`src/shared/irq_flags_pkg.sv`:
```
// Purpose: Shared constants, types and register map for the second-level interrupt flag block.
// Assumes: One 200 MHz clock, AXI4-Lite register access with 32-bit data.
// Notes:   Register indices are word indices; the byte address is four times the index.
package irq_flags_pkg;

	// Bus geometry.
	localparam int unsigned ADDR_W = 8;
	localparam int unsigned DATA_W = 32;

	// Register word indices.
	localparam logic [5:0] SYS_STATUS_TWO_IDX  = 6'h1a;
	localparam logic [5:0] UNDERVOLT_IDX       = 6'h1c;
	localparam logic [5:0] OVERCURRENT_IDX     = 6'h1d;
	localparam logic [5:0] PIN_EVENT_IDX       = 6'h1e;
	localparam logic [5:0] IRQ_PENDING_IDX     = 6'h30;
	localparam logic [5:0] IRQ_MASK_IDX        = 6'h31;

	// Field positions inside the status words.
	localparam int unsigned SUPPLY_SHUTDOWN_BIT = 3;
	localparam int unsigned DIE_TEMP_LOW_BIT    = 2;
	localparam int unsigned DIE_TEMP_HIGH_BIT   = 1;
	localparam int unsigned WATCHDOG_BIT        = 0;
	localparam int unsigned SYS_FLAG_COUNT      = 4;
	localparam int unsigned LINREG_LSB          = 8;
	localparam int unsigned LINREG_COUNT        = 4;
	localparam int unsigned SWITCHER_LSB        = 0;
	localparam int unsigned SWITCHER_COUNT      = 6;
	localparam int unsigned OVERCURRENT_BIT     = 15;
	localparam int unsigned PIN_COUNT           = 13;

	// Pending-event register layout, one bit per status word.
	localparam int unsigned IRQ_W               = 4;
	localparam int unsigned IRQ_SYS_BIT         = 0;
	localparam int unsigned IRQ_UV_BIT          = 1;
	localparam int unsigned IRQ_OC_BIT          = 2;
	localparam int unsigned IRQ_PIN_BIT         = 3;

	// Values after reset.
	localparam logic [15:0] STATUS_RESET        = 16'h0000;
	localparam logic [3:0]  IRQ_PENDING_RESET   = 4'h0;
	localparam logic [3:0]  IRQ_MASK_RESET      = 4'h0;

	// AXI response codes.
	localparam logic [1:0] RESP_OKAY   = 2'h0;
	localparam logic [1:0] RESP_DECERR = 2'h3;

	// Trigger selection for a captured flag.
	typedef enum logic [1:0] {
		TRIG_RISE = 2'h0,
		TRIG_FALL = 2'h1,
		TRIG_BOTH = 2'h2,
		TRIG_HIGH = 2'h3
	} trigger_t;

	typedef trigger_t [PIN_COUNT-1:0] pin_triggers_t;

	// System source conditions, ordered as their bits 3 down to 0.
	typedef struct packed {
		logic supply_below_shutdown;
		logic die_over_low_limit;
		logic die_over_high_limit;
		logic watchdog_expired;
	} system_sources_t;

	// Regulator under-voltage conditions.
	typedef struct packed {
		logic [3:0] linreg;
		logic [5:0] switcher;
	} undervolt_sources_t;

	// Channel state machines.
	typedef enum logic [1:0] {
		WR_IDLE = 2'h1,
		WR_RESP = 2'h2
	} wr_state_t;

	typedef enum logic [1:0] {
		RD_IDLE = 2'h1,
		RD_DATA = 2'h2
	} rd_state_t;

endpackage

```
`src/rtl/flag_capture.sv`:
```
// Purpose: Bank of sticky flags that capture synchronised source events and clear on read.
// Assumes: Sources are asynchronous to aclk; mode is static logic on aclk.
// Notes:   A set in the clearing cycle survives the clear.
`timescale 1ns/1ps
module flag_capture #(
	parameter int unsigned W = 4
) (
	input  wire logic               aclk,
	input  wire logic               aresetn,
	input  wire logic [W-1:0]       src,
	input  wire logic [2*W-1:0]     mode,
	input  wire logic               clear,
	output logic      [W-1:0]       flags,
	output logic                    new_event
);
	import irq_flags_pkg::*;

	logic [W-1:0] meta;
	logic [W-1:0] stable;
	logic [W-1:0] prev;
	logic [W-1:0] hit;
	logic [W-1:0] kept;
	logic [W-1:0] next_flags;

	// Decides whether one bit's selected trigger fired this cycle.
	function automatic logic trigger_hit(input logic [1:0] sel, input logic rise, input logic fall,
		input logic level);
		case (sel)
			TRIG_RISE: trigger_hit = rise;
			TRIG_FALL: trigger_hit = fall;
			TRIG_BOTH: trigger_hit = rise | fall;
			TRIG_HIGH: trigger_hit = level;
			default:   trigger_hit = 1'b0;
		endcase
	endfunction

	// Two-stage synchroniser followed by a history stage for edge detection.
	always_ff @(posedge aclk) begin
		if (!aresetn) begin
			meta   <= '0;
			stable <= '0;
			prev   <= '0;
		end else begin
			meta   <= src;
			stable <= meta;
			prev   <= stable;
		end
	end

	// Per-bit trigger decode; fixed rising mode gives edge-only capture.
	always_comb begin
		for (int i = 0; i < W; i++) begin
			hit[i] = trigger_hit(mode[2*i +: 2], stable[i] & ~prev[i], ~stable[i] & prev[i], stable[i]);
		end
	end

	// Clear by read, then merge new hits so that a set wins over the clear.
	assign kept       = clear ? '0 : flags;
	assign next_flags = kept | hit;
	assign new_event  = |(hit & ~kept);

	// Sticky flag storage.
	always_ff @(posedge aclk) begin
		if (!aresetn) begin
			flags <= '0;
		end else begin
			flags <= next_flags;
		end
	end

endmodule

```
`src/rtl/pmic_irq_status_flags.sv`:
```
// Purpose: Second-level interrupt status words for supply, thermal, watchdog, regulator and pin events.
// Assumes: Source conditions come from other clock domains or pins; AXI4-Lite master on aclk.
// Notes:   Status words clear when read; a summary register with mask drives one interrupt line.
//
// Summary of operation
// Reading a status word clears its flags.
// Non-pin flags set on rising edge, stay until read.
// Bit 3 latches supply below shutdown threshold.
// Bit 2 latches die over lower limit.
// Bit 1 latches die over upper limit.
// Bit 0 latches watchdog timeout expiry.
// Linear regulators bits 11-8, switchers bits 5-0.
// Overcurrent word holds limit switch flag, bit 15.
// Pin n flag in bit n, trigger per pin.
// Flags reset to zero; unlisted bits read zero.
// Event during clearing read stays set afterwards.
//
// The AXI4-Lite register port was left to the implementer.
`timescale 1ns/1ps
module pmic_irq_status_flags (
	input  wire logic                               aclk,
	input  wire logic                               aresetn,
	input  wire logic [irq_flags_pkg::ADDR_W-1:0]   s_axi_awaddr,
	input  wire logic                               s_axi_awvalid,
	output logic                                    s_axi_awready,
	input  wire logic [irq_flags_pkg::DATA_W-1:0]   s_axi_wdata,
	input  wire logic [3:0]                         s_axi_wstrb,
	input  wire logic                               s_axi_wvalid,
	output logic                                    s_axi_wready,
	output logic [1:0]                              s_axi_bresp,
	output logic                                    s_axi_bvalid,
	input  wire logic                               s_axi_bready,
	input  wire logic [irq_flags_pkg::ADDR_W-1:0]   s_axi_araddr,
	input  wire logic                               s_axi_arvalid,
	output logic                                    s_axi_arready,
	output logic [irq_flags_pkg::DATA_W-1:0]        s_axi_rdata,
	output logic [1:0]                              s_axi_rresp,
	output logic                                    s_axi_rvalid,
	input  wire logic                               s_axi_rready,
	input  wire irq_flags_pkg::system_sources_t     system_sources,
	input  wire irq_flags_pkg::undervolt_sources_t  undervolt_sources,
	input  wire logic                               limit_switch_overcurrent,
	input  wire logic [irq_flags_pkg::PIN_COUNT-1:0] pin_level,
	input  wire irq_flags_pkg::pin_triggers_t       pin_trigger,
	output logic                                    irq
);
	import irq_flags_pkg::*;

	// Fixed rising-edge modes for the non-pin banks.
	localparam logic [2*SYS_FLAG_COUNT-1:0] SYS_MODES = {SYS_FLAG_COUNT{TRIG_RISE}};
	localparam logic [2*(LINREG_COUNT+SWITCHER_COUNT)-1:0] UV_MODES = {(LINREG_COUNT+SWITCHER_COUNT){TRIG_RISE}};
	localparam logic [1:0] OC_MODES = TRIG_RISE;

	// Write channel state.
	wr_state_t           wr_state;
	wr_state_t           next_wr_state;
	logic                aw_held;
	logic                w_held;
	logic [5:0]          aw_index;
	logic [DATA_W-1:0]   w_data;
	logic [3:0]          w_strb;

	// Read channel state.
	rd_state_t           rd_state;
	rd_state_t           next_rd_state;
	logic [DATA_W-1:0]   read_data;
	logic [1:0]          read_resp;
	logic [1:0]          write_resp;

	// Flag banks and summary.
	logic [SYS_FLAG_COUNT-1:0]                sys_flags;
	logic [LINREG_COUNT+SWITCHER_COUNT-1:0]   uv_flags;
	logic [0:0]                               oc_flags;
	logic [PIN_COUNT-1:0]                     pin_flags;
	logic [IRQ_W-1:0]                         irq_pending;
	logic [IRQ_W-1:0]                         irq_mask;
	logic [IRQ_W-1:0]                         next_irq_pending;
	logic [IRQ_W-1:0]                         bank_events;
	logic [IRQ_W-1:0]                         pending_w1c;

	// Decoded access strobes.
	wire                 aw_take       = s_axi_awvalid & s_axi_awready;
	wire                 w_take        = s_axi_wvalid & s_axi_wready;
	wire                 ar_take       = s_axi_arvalid & s_axi_arready;
	wire [5:0]           ar_index      = s_axi_araddr[7:2];
	wire                 write_commit  = (wr_state == WR_IDLE) & aw_held & w_held;
	wire                 write_low_en  = write_commit & w_strb[0];
	wire                 write_pending = write_low_en & (aw_index == IRQ_PENDING_IDX);
	wire                 write_mask    = write_low_en & (aw_index == IRQ_MASK_IDX);
	wire                 read_sys      = ar_take & (ar_index == SYS_STATUS_TWO_IDX);
	wire                 read_uv       = ar_take & (ar_index == UNDERVOLT_IDX);
	wire                 read_oc       = ar_take & (ar_index == OVERCURRENT_IDX);
	wire                 read_pin      = ar_take & (ar_index == PIN_EVENT_IDX);

	// Status word images; unlisted positions stay zero.
	wire [15:0]          sys_word;
	wire [15:0]          uv_word;
	wire [15:0]          oc_word;
	wire [15:0]          pin_word;

	// Reports whether a word index is part of the register map.
	function automatic logic index_mapped(input logic [5:0] idx);
		index_mapped = (idx == SYS_STATUS_TWO_IDX) | (idx == UNDERVOLT_IDX) | (idx == OVERCURRENT_IDX) |
			(idx == PIN_EVENT_IDX) | (idx == IRQ_PENDING_IDX) | (idx == IRQ_MASK_IDX);
	endfunction

	// Returns the 32-bit read image of a register index.
	function automatic logic [DATA_W-1:0] read_image(input logic [5:0] idx);
		case (idx)
			SYS_STATUS_TWO_IDX: read_image = {16'h0000, sys_word};
			UNDERVOLT_IDX:      read_image = {16'h0000, uv_word};
			OVERCURRENT_IDX:    read_image = {16'h0000, oc_word};
			PIN_EVENT_IDX:      read_image = {16'h0000, pin_word};
			IRQ_PENDING_IDX:    read_image = {28'h000_0000, irq_pending};
			IRQ_MASK_IDX:       read_image = {28'h000_0000, irq_mask};
			default:            read_image = 32'h0000_0000;
		endcase
	endfunction

	// System word bank: supply, two thermal limits and watchdog, each on its rising edge.
	flag_capture #(
		.W         (SYS_FLAG_COUNT)
	) sys_bank (
		.aclk      (aclk),
		.aresetn   (aresetn),
		.src       (system_sources),
		.mode      (SYS_MODES),
		.clear     (read_sys),
		.flags     (sys_flags),
		.new_event (bank_events[IRQ_SYS_BIT])
	);

	// Regulator under-voltage bank, linear regulators above switchers.
	flag_capture #(
		.W         (LINREG_COUNT + SWITCHER_COUNT)
	) uv_bank (
		.aclk      (aclk),
		.aresetn   (aresetn),
		.src       (undervolt_sources),
		.mode      (UV_MODES),
		.clear     (read_uv),
		.flags     (uv_flags),
		.new_event (bank_events[IRQ_UV_BIT])
	);

	// Current limit switch overcurrent bank.
	flag_capture #(
		.W         (1)
	) oc_bank (
		.aclk      (aclk),
		.aresetn   (aresetn),
		.src       (limit_switch_overcurrent),
		.mode      (OC_MODES),
		.clear     (read_oc),
		.flags     (oc_flags),
		.new_event (bank_events[IRQ_OC_BIT])
	);

	// Pin bank, each pin with the trigger its configuration selects.
	flag_capture #(
		.W         (PIN_COUNT)
	) pin_bank (
		.aclk      (aclk),
		.aresetn   (aresetn),
		.src       (pin_level),
		.mode      (pin_trigger),
		.clear     (read_pin),
		.flags     (pin_flags),
		.new_event (bank_events[IRQ_PIN_BIT])
	);

	// Place each bank's flags at its documented positions.
	assign sys_word = {12'h000, sys_flags};
	assign uv_word  = {4'h0, uv_flags[SWITCHER_COUNT +: LINREG_COUNT], 2'h0,
		uv_flags[SWITCHER_COUNT-1:0]};
	assign oc_word  = {oc_flags, 15'h0000};
	assign pin_word = {3'h0, pin_flags};

	// Handshake outputs follow the channel state.
	assign s_axi_awready = (wr_state == WR_IDLE) & ~aw_held;
	assign s_axi_wready  = (wr_state == WR_IDLE) & ~w_held;
	assign s_axi_bvalid  = (wr_state == WR_RESP);
	assign s_axi_bresp   = write_resp;
	assign s_axi_arready = (rd_state == RD_IDLE);
	assign s_axi_rvalid  = (rd_state == RD_DATA);
	assign s_axi_rdata   = read_data;
	assign s_axi_rresp   = read_resp;

	// Write state transitions: collect both halves, commit, then answer.
	always_comb begin
		next_wr_state = wr_state;
		case (wr_state)
			WR_IDLE: begin
				if (write_commit) begin
					next_wr_state = WR_RESP;
				end
			end
			WR_RESP: begin
				if (s_axi_bready) begin
					next_wr_state = WR_IDLE;
				end
			end
			default: next_wr_state = WR_IDLE;
		endcase
	end

	// Read state transitions: one read in flight until the master takes the data.
	always_comb begin
		next_rd_state = rd_state;
		case (rd_state)
			RD_IDLE: begin
				if (ar_take) begin
					next_rd_state = RD_DATA;
				end
			end
			RD_DATA: begin
				if (s_axi_rready) begin
					next_rd_state = RD_IDLE;
				end
			end
			default: next_rd_state = RD_IDLE;
		endcase
	end

	// Write address and data holding; either may arrive first.
	always_ff @(posedge aclk) begin
		if (!aresetn) begin
			aw_held  <= 1'b0;
			w_held   <= 1'b0;
			aw_index <= 6'h00;
			w_data   <= 32'h0000_0000;
			w_strb   <= 4'h0;
		end else begin
			if (aw_take) begin
				aw_held  <= 1'b1;
				aw_index <= s_axi_awaddr[7:2];
			end else if (write_commit) begin
				aw_held  <= 1'b0;
			end
			if (w_take) begin
				w_held <= 1'b1;
				w_data <= s_axi_wdata;
				w_strb <= s_axi_wstrb;
			end else if (write_commit) begin
				w_held <= 1'b0;
			end
		end
	end

	// Write response and channel state; status words accept and ignore writes.
	always_ff @(posedge aclk) begin
		if (!aresetn) begin
			wr_state   <= WR_IDLE;
			write_resp <= RESP_OKAY;
		end else begin
			wr_state <= next_wr_state;
			if (write_commit) begin
				write_resp <= index_mapped(aw_index) ? RESP_OKAY : RESP_DECERR;
			end
		end
	end

	// Read data capture at the address handshake; the same edge clears the read word.
	always_ff @(posedge aclk) begin
		if (!aresetn) begin
			rd_state  <= RD_IDLE;
			read_data <= 32'h0000_0000;
			read_resp <= RESP_OKAY;
		end else begin
			rd_state <= next_rd_state;
			if (ar_take) begin
				read_data <= read_image(ar_index);
				read_resp <= index_mapped(ar_index) ? RESP_OKAY : RESP_DECERR;
			end
		end
	end

	// Pending summary: new bank events set, written ones clear, set wins.
	assign pending_w1c      = write_pending ? w_data[IRQ_W-1:0] : 4'h0;
	assign next_irq_pending = (irq_pending & ~pending_w1c) | bank_events;

	// Summary and mask storage.
	always_ff @(posedge aclk) begin
		if (!aresetn) begin
			irq_pending <= IRQ_PENDING_RESET;
			irq_mask    <= IRQ_MASK_RESET;
		end else begin
			irq_pending <= next_irq_pending;
			if (write_mask) begin
				irq_mask <= w_data[IRQ_W-1:0];
			end
		end
	end

	// Level interrupt while any unmasked summary bit is pending.
	always_ff @(posedge aclk) begin
		if (!aresetn) begin
			irq <= 1'b0;
		end else begin
			irq <= |(next_irq_pending & ~irq_mask);
		end
	end

endmodule

```
`config.mk`:
```
export PLATFORM = sky130hd
export DESIGN_NAME = pmic_irq_status_flags
export DESIGN_NICKNAME = d
export VERILOG_FILES = /design/src/shared/irq_flags_pkg.sv /design/src/rtl/flag_capture.sv /design/src/rtl/pmic_irq_status_flags.sv
export SDC_FILE = /design/constraint.sdc
export NUM_CORES = 1
export LEC_CHECK = 0
export BUFFER_PORTS_ARGS = -buffer_cell sky130_fd_sc_hd__buf_2
export CAP_MARGIN = 20
export CELL_PAD_IN_SITES_DETAIL_PLACEMENT = 0
export CELL_PAD_IN_SITES_GLOBAL_PLACEMENT = 2
export CORE_MARGIN = 5
export CORE_UTILIZATION = 36
export CTS_CLUSTER_SIZE = 10
export DETAILED_ROUTE_END_ITERATION = 10
export GPL_TIMING_DRIVEN = 0
export PLACE_DENSITY = 0.89
export SYNTH_ARGS = -nofsm -noshare
export SYNTH_HDL_FRONTEND = slang
export SYNTH_SLANG_ARGS = --single-unit
```
`constraint.sdc`:
```
create_clock -name aclk -period 4.6 [get_ports aclk]
set_clock_uncertainty 0.05 [all_clocks]
set_input_delay 1.38 -clock aclk [delete_from_list [all_inputs] [get_ports aclk]]
set_output_delay 1.38 -clock aclk [all_outputs]
set_load 0.005 [all_outputs]
```
Word level (Yosys, flattened, before mapping)
Index checks and enable logic that the tools add are counted.
{"block": "totals", "ff_bits": 174, "in_bits": 113, "output_inout_bits": 42, "word_cells": 277}
{"block": "op_classes", "n_eq_ne": 59, "muxes": 30, "bitwise_logic": 138, "n_reduce_logical": 21}
{"op": "16-bit one-hot mux with 6 select lines", "n": 1}
{"op": "1-bit bitwise AND", "n": 56}
{"op": "2-bit equality test (second input constant)", "n": 28}
{"op": "1-bit one-hot mux with 4 select lines", "n": 13}
{"op": "6-bit by 5-bit equality test with 1-bit output (second input constant)", "n": 8}
{"op": "1-bit inverter", "n": 44}
{"op": "2-bit by 1-bit equality test with 1-bit output (second input constant)", "n": 15}
{"op": "2-bit zero test", "n": 13}
{"op": "6-bit equality test (second input constant)", "n": 4}
{"op": "1-bit OR", "n": 24}
{"op": "13-bit bitwise AND", "n": 1}
{"op": "13-bit two-way mux", "n": 1}
{"op": "13-bit inverter", "n": 1}
{"op": "13-bit OR", "n": 1}
{"op": "13-bit OR reduction", "n": 1}
{"op": "4-bit bitwise AND", "n": 3}
{"op": "2-bit two-way mux", "n": 6}
{"op": "4-bit inverter", "n": 3}
{"op": "10-bit bitwise AND", "n": 1}
{"op": "10-bit two-way mux", "n": 1}
{"op": "10-bit inverter", "n": 1}
{"op": "10-bit OR", "n": 1}
{"op": "10-bit OR reduction", "n": 1}
{"op": "4-bit two-way mux", "n": 2}
{"op": "other kinds (8)", "n": 18}

Longest topological paths before layout
Gate-level depths: netlist of the first run.
{"block": "logic_depth", "depth_word": 11, "mapped_depth": 8, "mapped_depth_nobuf": 8}

Modules after synthesis
From an unflattened synthesis of the first run, not the netlist that was laid out.
{"block": "hier_totals", "hier_cells": 725, "area_unflattened_um2": 7263.2}
{"mod": "flag_capture at pin_bank", "instances": 1, "cells_per_inst": 226, "area_per_inst_um2": 2364.8, "seq_area_each_um2": 1041.0}
{"mod": "pmic_irq_status_flags", "instances": 1, "cells_per_inst": 243, "area_per_inst_um2": 2147.1, "seq_area_each_um2": 840.8}
{"mod": "flag_capture at uv_bank", "instances": 1, "cells_per_inst": 172, "area_per_inst_um2": 1838.0, "seq_area_each_um2": 800.8}
{"mod": "flag_capture at sys_bank", "instances": 1, "cells_per_inst": 68, "area_per_inst_um2": 735.7, "seq_area_each_um2": 320.3}
{"mod": "flag_capture at oc_bank", "instances": 1, "cells_per_inst": 16, "area_per_inst_um2": 177.7, "seq_area_each_um2": 80.1}

Least setup slack after synthesis of the first run
No wires, ideal clock.
{"block": "synth_path", "path_type": "input port to flip-flop", "from": "in pin_trigger[23] (netlist name)", "to": "reg irq", "setup_time_ns": 0.135, "arrival_time_ns": 2.778, "t_required_ns": 4.415, "slack_ns": 1.636, "path_stages": 5, "path_buffers": 0, "path_cell_list": "mux4_2 a22o_1 a2111o_1 o31ai_4 o221ai_2"}
{"block": "synth_between", "elab_chain_len": 7, "word_cells_on_any_way": 10, "classes_between": "3 x eq/ne; 1 x mux; 3 x bitwise; 3 x reduce/logical"}
{"element": "from (decl)", "line_no": "pmic_irq_status_flags.sv:44", "source": "input wire irq_flags_pkg::pin_triggers_t pin_trigger,"}
{"element": "2-bit equality test, or another cell as far along", "line_no": "flag_capture.sv:28", "source": "case (sel)"}
{"element": "1-bit one-hot mux with 4 select lines (*)", "line_no": "flag_capture.sv:28"}
{"element": "13-bit bitwise AND (*)", "line_no": "flag_capture.sv:60", "source": "assign new_event = |(hit & ~kept);"}
{"element": "13-bit OR reduction (*)", "line_no": "flag_capture.sv:60"}
{"element": "4-bit OR (*)", "line_no": "pmic_irq_status_flags.sv:280", "source": "assign next_irq_pending = (irq_pending & ~pending_w1c) | bank_events;"}
{"element": "4-bit bitwise AND (*)", "line_no": "pmic_irq_status_flags.sv:300", "source": "irq <= |(next_irq_pending & ~irq_mask);"}
{"element": "4-bit OR reduction (*)", "line_no": "pmic_irq_status_flags.sv:300"}
{"element": "to (signal assigned)", "line_no": "pmic_irq_status_flags.sv:300"}
{"element": "to (decl)", "line_no": "pmic_irq_status_flags.sv:45", "source": "output logic irq"}
Every way passes the cells marked *; elsewhere a longest branch is shown, timed or not.
A chain may end at the register's enable or synchronous reset.

Worst setup path in the final report of the first run
{"block": "layout_path", "from": "in s_axi_arvalid", "to": "reg irq"}
{"block": "layout_between", "elab_chain_len": 9, "word_cells_on_any_way": 23, "classes_between": "4 x mux; 15 x bitwise; 4 x reduce/logical"}
{"element": "from (decl)", "line_no": "pmic_irq_status_flags.sv:34", "source": "input wire logic s_axi_arvalid,"}
{"element": "1-bit bitwise AND (*)", "line_no": "pmic_irq_status_flags.sv:84", "source": "wire ar_take = s_axi_arvalid & s_axi_arready;"}
{"element": "1-bit bitwise AND, on equally long branches", "line_no": "pmic_irq_status_flags.sv:93, pmic_irq_status_flags.sv:90, pmic_irq_status_flags.sv:91"}
{"element": "13-bit two-way mux, or another cell as far along", "line_no": "flag_capture.sv:58", "source": "assign kept = clear ? '0 : flags;"}
{"element": "13-bit inverter, or another cell as far along", "line_no": "flag_capture.sv:60"}
{"element": "13-bit bitwise AND, or another cell as far along", "line_no": "flag_capture.sv:60"}
{"element": "13-bit OR reduction, or another cell as far along", "line_no": "flag_capture.sv:60"}
{"element": "4-bit OR (*)", "line_no": "pmic_irq_status_flags.sv:280"}
{"element": "4-bit bitwise AND (*)", "line_no": "pmic_irq_status_flags.sv:300"}
{"element": "4-bit OR reduction (*)", "line_no": "pmic_irq_status_flags.sv:300"}
Marks and branches as above.

==> results.txt, run 1 <==
The endpoint kind of the worst setup timing path is a register. The class of the most critical hold timing path is reg2reg. The post-synthesis area per instance came out at 10.2 um^2. The number of levels the H-tree was split into is 4. The final setup TNS came out at 0 ps.

The number of antenna-violating nets in the routed design came out at 0. The number of enable-type register cells in the synthesized netlist is 0. The maximum clock rate came out at approximately 0.33 GHz. The number of flip-flops and latches in the synthesized netlist came out at between 150 and 200. The total number of yosys warnings is 0.

The number of remaining DRC errors came out at 0. The number of buffers inserted during clock tree synthesis came out at 17. The total of hold buffers inserted after clock tree synthesis came out at 0.

The area growth from synthesis to layout is 22.8%. The fraction of power spent switching nets came out at between 20% and 30%. The final estimated routing congestion in global placement came out at around 0.88. The share of total power in the clock network is a little under half. In this run the tool buffered the top-level ports with a little under 100 buffer cells. The share of synthesized cell area in and, or, nand and nor gates came out at around a fifth. The share of synthesized area spent on multiplexers came out at under 10%. The flow ran to the end, and the final reports show no timing, DRC or antenna violations. Setup repair after global routing left no endpoint under its margin.

The most used flip-flop cell after synthesis is sky130_fd_sc_hd__dfxtp_1. The net count of the finished layout is 914. The count of final max-slew check failures is 0. The worst IR drop on VDD is 0.270 mV.

The compound-gate portion of the synthesized area came out at 10.1%. The post-route clock period utilization came out at between 60% and 70%. The placeable core region is approximately 0.018 mm^2. The sequential fraction of the synthesis area is between 40% and 50%. The first global-routing pass estimated between 20000 and 25000 um of wire. The number of clock sinks came out at between 150 and 200. Clock-pin slew was measured on the worst setup and hold paths at roughly 70 ps. In this run the count of I/O pins placed on the die edge is about 160.

The shortest period the worst path allows came out at 2990 ps. The number of maximum-capacitance constraint violations is 0. The critical path is of the in2reg type.

The clock latency reported for the late side of the worst-skew pair came out at 410 ps. The relative slew slack is a little under half. Counting along the longest clock path gives a buffer depth of 2. For the pin with the worst max-slew slack, the measured transition is between 800 and 900 ps. TritonCTS built the clock tree. In this run, distinct cell masters in the synthesized netlist total 52. The first TritonRoute pass finished after 5 iterations. Summed over all nets, the half-perimeter wirelength after detailed placement is about 12000 um. The number of global-route vias before repair is roughly 4900.

The average wire per cell in the routed design came out at about 14 um. The violation count after the first detailed-routing iteration came out at 226. The number of antenna violations at the first check in global routing came to 0. The pin count of the biggest net entering global routing came out at 17. The floorplan has between 40 and 50 rows. The power per unit of standard cell area is about 400 mW/mm^2. Combinational logic is responsible for a little under a tenth of the overall power.

The number of setup violations in the final report is 0. The die covers between 0.02 and 0.025 mm^2. The number of inserted diodes is 0. The internal portion of total power is 2450 uW. The horizontal extent of the die came out at 145 um.

The number of setup buffers added after CTS is 0. The fraction of final layout cells sized beyond drive strength 1 is around 23%. The share of async-settable or async-resettable flops after synthesis is 0%. The mapped netlist covers approximately 0.0065 mm^2. The power spent charging and discharging nets is 779 uW. The count of final hold-check violations is 0.

The aggregate global-route resource usage came out at between 10% and 20%. Gates resized during post-CTS repair numbered 0. The critical path arrival is ~3200 ps. The synthesized instance count came out at 640. The worst hold slack after final layout came out at 378 ps. The static leakage power came out at between 0.003 and 0.004 uW. The number of vias in the routed layout is approximately 4700. STA classifies the critical path startpoint as a primary input. The synthesized netlist devotes 0% of its cell area to XOR and XNOR gates. The maximum fanout along the worst path is 9.

The final global-route overflow total came out at 0. After synthesis, the largest family of logic cells by area is simple AND/OR/NAND/NOR gates. Once the floorplan was initialized, standard cells occupied 36.5% of the core.

The endpoint required time on the critical path is a little under 5000 ps. The die is around 140 um tall. The cell at the root of the clock tree is sky130_fd_sc_hd__clkbuf_16. The total routed wirelength came out at 14600 um. The sequential share of power came out at between 40 and 50%.

The ratio of routed vias to standard cells is 4.61. The area share of fa/ha/maj cells after synthesis came out at about 5.0%.
cell usage after synthesis (all sizes together) (4+ instances only):
master	instances	share of area, %
mux4	16	5.5
nand3	4	0.31
buf	22	2.7
nor4	7	0.90
ha	26	5.0
nor2b	42	4.0
o21ai	8	0.61
dfxtp	154	47
clkbuf	26	1.5
a21oi	21	1.6
and2	86	8.2
nand4	4	0.38
inv	62	3.6
o22ai	5	0.48
a221oi	11	1.5
nand2b	15	1.4
a21boi	21	2.4
nor2	10	0.58
nor3b	10	1.2
mux2	4	0.69
nand2	21	1.2
a22oi	7	0.81
mux2i	19	2.9
layout make-up:
| class | count | area, um^2 |
|---|---|---|
| clock buffers | 18 | 439 |
| fillers | 1742 | 9890 |
| multi-input cells | 393 | 3000 |
| repair buffers | 99 | 498 |
| plain buffers | 48 | 274 |
| clock inverters | 14 | 201 |
| inverters | 62 | 233 |
| well taps | 229 | 287 |
| flip-flops and latches | 154 | 3080 |
stage by stage:
stage               worst slack, ps  instances  util (%)  area, um^2  power, uW
floorplan                      1640        657         -        6590       1660
global placement               1190        984      41.2        7370       1760
detailed placement             1200        984      41.2        7370       1770
CTS                            1640       1016      44.7        8010       3260
global route                   1560       1017      44.8        8020       3360
finish                         1610       1017      44.8        8020       3230
registers in the layout, summed over array words and instances, names as in the netlist, 2 cells and up:
name and count:
rd_state 2, sys_bank.stable 4, uv_bank.prev 10, uv_bank.flags 10, sys_bank.flags 4, sys_bank.prev 4
w_data 4, s_axi_rdata 14, pin_bank.flags 13, wr_state 2, pin_bank.prev 13, pin_bank.meta 13
uv_bank.stable 10, sys_bank.meta 4, pin_bank.stable 13, irq_mask 4, irq_pending 4, uv_bank.meta 10
aw_index 6
power by group through the flow:
stage | Sequential [uW] | Clock [uW] | Combinational (uW)
after floorplan | 1460 | 0 | 196
after CTS | 1450 | 1520 | 296
final | 1450 | 1490 | 292
after global placement | 1470 | 0 | 288
after global routing | 1450 | 1580 | 332
after detailed placement | 1480 | 0 | 295
worst paths after layout:
check | endpoint | cells after the start | startpoint | slack, ps
worst max-delay path | irq | 8 | s_axi_arvalid | 1610
worst min-delay path | uv_bank.stable[5] | 1 | uv_bank.meta[5] | 380
worst min register to register | uv_bank.stable[5] | 1 | uv_bank.meta[5] | 380
worst max register to register | irq | 8 | pin_bank.prev[11] | 2190
worst max-delay path: stages:
cell and delay, ps:
sky130_fd_sc_hd__buf_2 100, sky130_fd_sc_hd__and3b_1 170, sky130_fd_sc_hd__clkbuf_1 250, sky130_fd_sc_hd__nand4_1 360
sky130_fd_sc_hd__a21boi_0 150, sky130_fd_sc_hd__a2111o_1 440, sky130_fd_sc_hd__o31ai_4 230, sky130_fd_sc_hd__o221ai_2 140
kinds of logic (layout without fill, tap and decap cells):
family / Yosys count / count (layout)
multiplexers: 39 / 39
other: 1 / 18
buffers and inverters: 110 / 241
AND/OR/NAND/NOR: 217 / 217
flip-flops: 154 / 154
AO/OA/AOI/OAI: 93 / 93
adder cells (fa/ha/maj): 26 / 26
layout by cell type (no fill, tap or decap), types with 6 or more instances in the layout:
cell type                   Yosys  layout
sky130_fd_sc_hd__a21boi_0      21      21
sky130_fd_sc_hd__a21oi_1       21      21
sky130_fd_sc_hd__a221oi_1      11      11
sky130_fd_sc_hd__a22oi_1        7       7
sky130_fd_sc_hd__and2_1        86      86
sky130_fd_sc_hd__buf_2          0      98
sky130_fd_sc_hd__buf_4         20      20
sky130_fd_sc_hd__clkbuf_1      26      26
sky130_fd_sc_hd__clkbuf_16      0      17
sky130_fd_sc_hd__conb_1         1      18
sky130_fd_sc_hd__dfxtp_1      154     154
sky130_fd_sc_hd__ha_1          26      26
sky130_fd_sc_hd__inv_1         62      62
sky130_fd_sc_hd__mux2i_1       19      19
sky130_fd_sc_hd__mux4_2        16      16
sky130_fd_sc_hd__nand2_1       21      21
sky130_fd_sc_hd__nand2b_1      15      15
sky130_fd_sc_hd__nor2_1        10      10
sky130_fd_sc_hd__nor2b_1       42      42
sky130_fd_sc_hd__nor3b_1       10      10
sky130_fd_sc_hd__nor4_1         6       6
sky130_fd_sc_hd__o21ai_0        8       8
routing by layer:
metal	routed length, um	global-route usage [%]	vias to the layer above
met5	0	0	-
met4	291	5.45	0
met2	6930	24.1	128
li1	-	-	2380
met1	6450	18.3	2162
met3	944	3.57	20
Note: power is estimated with default switching activity, not from simulation.
==> inputs of run 2 (changes only) <==
ABC_AREA = 1   (was unset)
CORE_UTILIZATION = 27   (was 36)
PLACE_DENSITY = 0.8   (was 0.89)
clock period = 2.4 ns   (was 4.6 ns; I/O delays follow)
==> results.txt, run 2 <==
The number of global-route vias before repair came out at 5167 (+6.1%). The number of primary I/O pins is 155 (unchanged). In this run the most critical hold path is launched from uv_bank.meta[6]. The endpoint required time on the critical path came to 1630 ps (-3200 ps).

In the post-synthesis netlist, the biggest area contributors are sky130_fd_sc_hd__dfxtp_1 (47%), sky130_fd_sc_hd__nand2_1 (14%), sky130_fd_sc_hd__inv_1 (11%). On the critical path the largest part of the delay comes from flip-flops. The met2 wire length was 7130 um (+2.9%). The top cell types in the final layout, fill and taps aside, are sky130_fd_sc_hd__nand2_1 (240), sky130_fd_sc_hd__inv_1 (193), sky130_fd_sc_hd__dfxtp_1 (154). The total routed wirelength was 15800 um (+7.8%). The buffering stage count on the worst path with inverters included is 3 (+1).

The critical path arrival came to 1380 ps (-1840 ps). The run finished with clean final reports. The number of setup violations in the final report was 0 (unchanged). The aggregate global-route resource usage is 12.1% (-2.4 points). The count of final max-slew check failures came to 0 (unchanged). The synthesized instance count is 884 (+38%). The clock latency reported for the late side of the worst-skew pair is 430 ps (+20 ps). The count of cells resized by post-cts repair came out at 0 (unchanged). STA classifies the critical path startpoint as a register.

The tightest min-delay check is of the reg2reg type. The number of levels the H-tree was split into came out at 4 (unchanged). The cell type contributing the most total cell area after synthesis is sky130_fd_sc_hd__dfxtp_1. In this run the critical register-to-register path is launched from pin_bank.prev[1]. Signal routing reaches up to met4.

The number of cells after detailed placement is 1320 (+34%). The number of clock sinks is 154 (unchanged). The shortest period the worst path allows came out at 2150 ps.

The number of distinct library cells after synthesis came out at 30 (-42%). The number of antenna violations at the first check in global routing came out at 0 (unchanged). The critical path startpoint is wr_state[0]. The number of port buffers came out at 100 (+2.0%). The initial cell density of the core is 27.6% (-8.9 points).

The post-synthesis area per instance came out at 7.36 um^2 (-28%). The slowest stage of the critical path is the sky130_fd_sc_hd__dfxtp_1 cell. The share of async-settable or async-resettable flops after synthesis is 0% (unchanged). The maximum clock rate is roughly 0.47 GHz. The post-DP HPWL is 12200 um (+6.1%). The longest individual stage delay on the worst path came out at 380 ps (-60 ps).

The final cell count without fillers came out at 1352 (+33%). The most common cell after layout, fill and taps aside is sky130_fd_sc_hd__nand2_1. The cell at the root of the clock tree is sky130_fd_sc_hd__clkbuf_16.

The pin count of the biggest net entering global routing is 17 (unchanged). The number of flip-flops in the largest register is 14 (unchanged). The clock slew seen by the registers of the worst setup and hold paths is 60 ps (about the same).

From synthesis to final layout, the design area changed by 24.2%. The worst setup path is captured at a primary output. The share of power burned in combinational logic came out at 8.7% (-0.4 points).

The number of maximum-capacitance constraint violations came out at 0 (unchanged). The height of the die is 165 um (+14%). The utilization of the core after routing came out at 34.2% (-11 points). The detailed-routed wire length on met3 is 754 um (-20%). The power spent charging and discharging nets is 1460 uW (+87%). The number of antenna-violating nets in the routed design is 0 (unchanged). The number of remaining DRC errors came out at 0 (unchanged). The number of cells traversed by the worst hold path is 2 (+1). The worst-case clock buffer depth is 2 (unchanged). The reg2reg setup slack came out at 420 ps (-1770 ps). The number of cells traversed by the worst register-to-register path is 13 (+5).

The setup fix buffers added after clock tree synthesis is 0 (unchanged). The sequential share of power was 45.2% (+0.4 points). The final global-route overflow total is 0 (unchanged).

The count of final hold-check violations came out at 0 (unchanged). The relative slew slack came out at 53.3% (+8.2 points). The number of buffers inserted during clock tree synthesis came out at 17 (unchanged). The placeable core region came to 0.0236 mm^2 (+32%). The number of vias in the routed layout was 5328 (+14%). The length of the first detailed-routing pass in iterations came out at 5 (unchanged). In the synthesized netlist the dominant register cell turns out to be sky130_fd_sc_hd__dfxtp_1. The die footprint was 0.0273 mm^2 (+31%). The slew at the pin with the worst max-slew slack is 701 ps (-111 ps). The kind of critical path is reg2out.

The average wire per cell in the routed design is 11.7 um (-19%). The share of total power in the clock network is 46.1% (about the same). TritonCTS built the clock tree. The static leakage power is 0.00429 uW (+25%).

Ranked by instance count, the synthesized netlist is headed by sky130_fd_sc_hd__nand2_1 (240), sky130_fd_sc_hd__inv_1 (193), sky130_fd_sc_hd__dfxtp_1 (154). The total number of yosys warnings is 0 (unchanged). The power per unit of standard cell area is 754 mW/mm^2 (+87%). The wire length of the first global-routing pass came to 25400 um (+7.3%). The fraction of post-synthesis cell area in the top cell type by area came out at 47.4% (+0.14 points). The worst IR drop on VDD is 0.358 mV (+32%). The violation count after the first detailed-routing iteration came out at 183 (-19%).

Traced cell by cell, the critical path runs through inv_1 -> nor2_1 -> inv_2 -> nor2_2 -> buf_2. The fraction of power spent switching nets came to 23.9% (-0.21 points). The post-route clock period utilization is between 80 and 90%. The number of flip-flops and latches in the synthesized netlist came out at 154 (unchanged). The number of inserted diodes is 0 (unchanged).

The number of enable-type register cells in the synthesized netlist is 0 (unchanged). The row count came to 56 (+14%). The final estimated routing congestion in global placement is 0.791 (-10%). The maximum fanout along the worst path came out at 6 (-3). The met1 routed wirelength after detailed routing came to 7660 um (+19%). The total of hold buffers inserted after clock tree synthesis came out at 0 (unchanged). The sequential fraction of the synthesis area came out at 47.4% (+0.14 points). sky130_fd_sc_hd__nand2_1 is the most common cell in the netlist. The horizontal extent of the die is 165 um (+14%).

The number of nets in the layout came out at 1159 (+27%). The internal portion of total power is 4640 uW (+89%). The ratio of routed vias to standard cells came out at 3.94 (-15%). The cell area after synthesis is 0.00651 mm^2 (-0.29%). The fraction of final layout cells sized beyond drive strength 1 came out at 17.4% (-5.2 points). The critical path depth came to 5 (-3). Setup repair after global routing left no endpoint under its margin.
-- run 2: cell types whose count changed after synthesis, moves of 15 or more --
cell	change
sky130_fd_sc_hd__nand3_1	+20
sky130_fd_sc_hd__a31oi_1	+15
sky130_fd_sc_hd__and2_1	-86
sky130_fd_sc_hd__o211ai_1	+17
sky130_fd_sc_hd__nand2_1	+219
sky130_fd_sc_hd__nand2b_1	-15
sky130_fd_sc_hd__o21ai_0	+21
sky130_fd_sc_hd__nor2b_1	-42
sky130_fd_sc_hd__mux2i_1	-19
sky130_fd_sc_hd__a21oi_1	+29
sky130_fd_sc_hd__nor2_1	+34
sky130_fd_sc_hd__mux4_2	-16
sky130_fd_sc_hd__inv_1	+131
sky130_fd_sc_hd__a21boi_0	-21
-- run 2: area by class of cell --
cell class | instances | area (um^2)
Fill cell | 2604 | 15500
Tap cell | 319 | 399
Clock buffer | 21 | 440
Inverter | 203 | 762
Buffer | 40 | 240
Sequential cell | 154 | 3080
Timing Repair Buffer | 100 | 500
Multi-Input combinational cell | 504 | 2490
Clock inverter | 11 | 171
-- run 2: path summary, 6_finish.rpt --
| check | to |
|---|---|
| max | s_axi_awready |
| min | uv_bank.stable[6] |
| min reg2reg | uv_bank.stable[6] |
| max reg2reg | irq |
-- run 2: layer usage --
| layer | GRT usage, % | up-vias |
|---|---|---|
| met4 | 3.86 | 0 |
| met2 | 19.5 | 97 |
| li1 | - | 2913 |
| met5 | 0 | - |
| met3 | 3.57 | 15 |
| met1 | 15.7 | 2303 |
-- run 2: kinds of logic (layout without fill, tap and decap cells) --
family | Yosys count | after routing | synth area share (%)
other | 1 | 18 | 0.0576
AO/OA/AOI/OAI | 126 | 126 | 10.9
adder cells (fa/ha/maj) | 26 | 26 | 5.00
buffers and inverters | 243 | 375 | 15.4
AND/OR/NAND/NOR | 334 | 334 | 21.3
flip-flops | 154 | 154 | 47.4
-- run 2: tightest hold or removal path: stages, from the launching register on --
cell	delay (ps)
sky130_fd_sc_hd__dfxtp_1	300
sky130_fd_sc_hd__nand2_1	40
sky130_fd_sc_hd__inv_1	40
-- run 2: power by group through the flow --
stage | Combinational (uW) | Clock [uW] | Sequential, uW
floorplan | 355 | 0 | 2790
global placement | 537 | 0 | 2810
detailed placement | 540 | 0 | 2810
CTS | 542 | 2880 | 2750
global route | 627 | 2980 | 2770
finish | 532 | 2810 | 2750
-- run 2: through the flow --
stage | setup TNS, ps | setup WS [ps] | hold WS [ps] | instance area (um^2) | total power, uW
floorplan | 0 | 612 | 340 | 6570 | 3140
global placement | -64.1 | -37.3 | 344 | 7470 | 3350
detailed placement | -57.4 | -57.4 | 348 | 7470 | 3350
CTS | 0 | 226 | 363 | 8080 | 6180
global route | 0 | 90.3 | 380 | 8080 | 6380
finish | 0 | 253 | 358 | 8080 | 6100
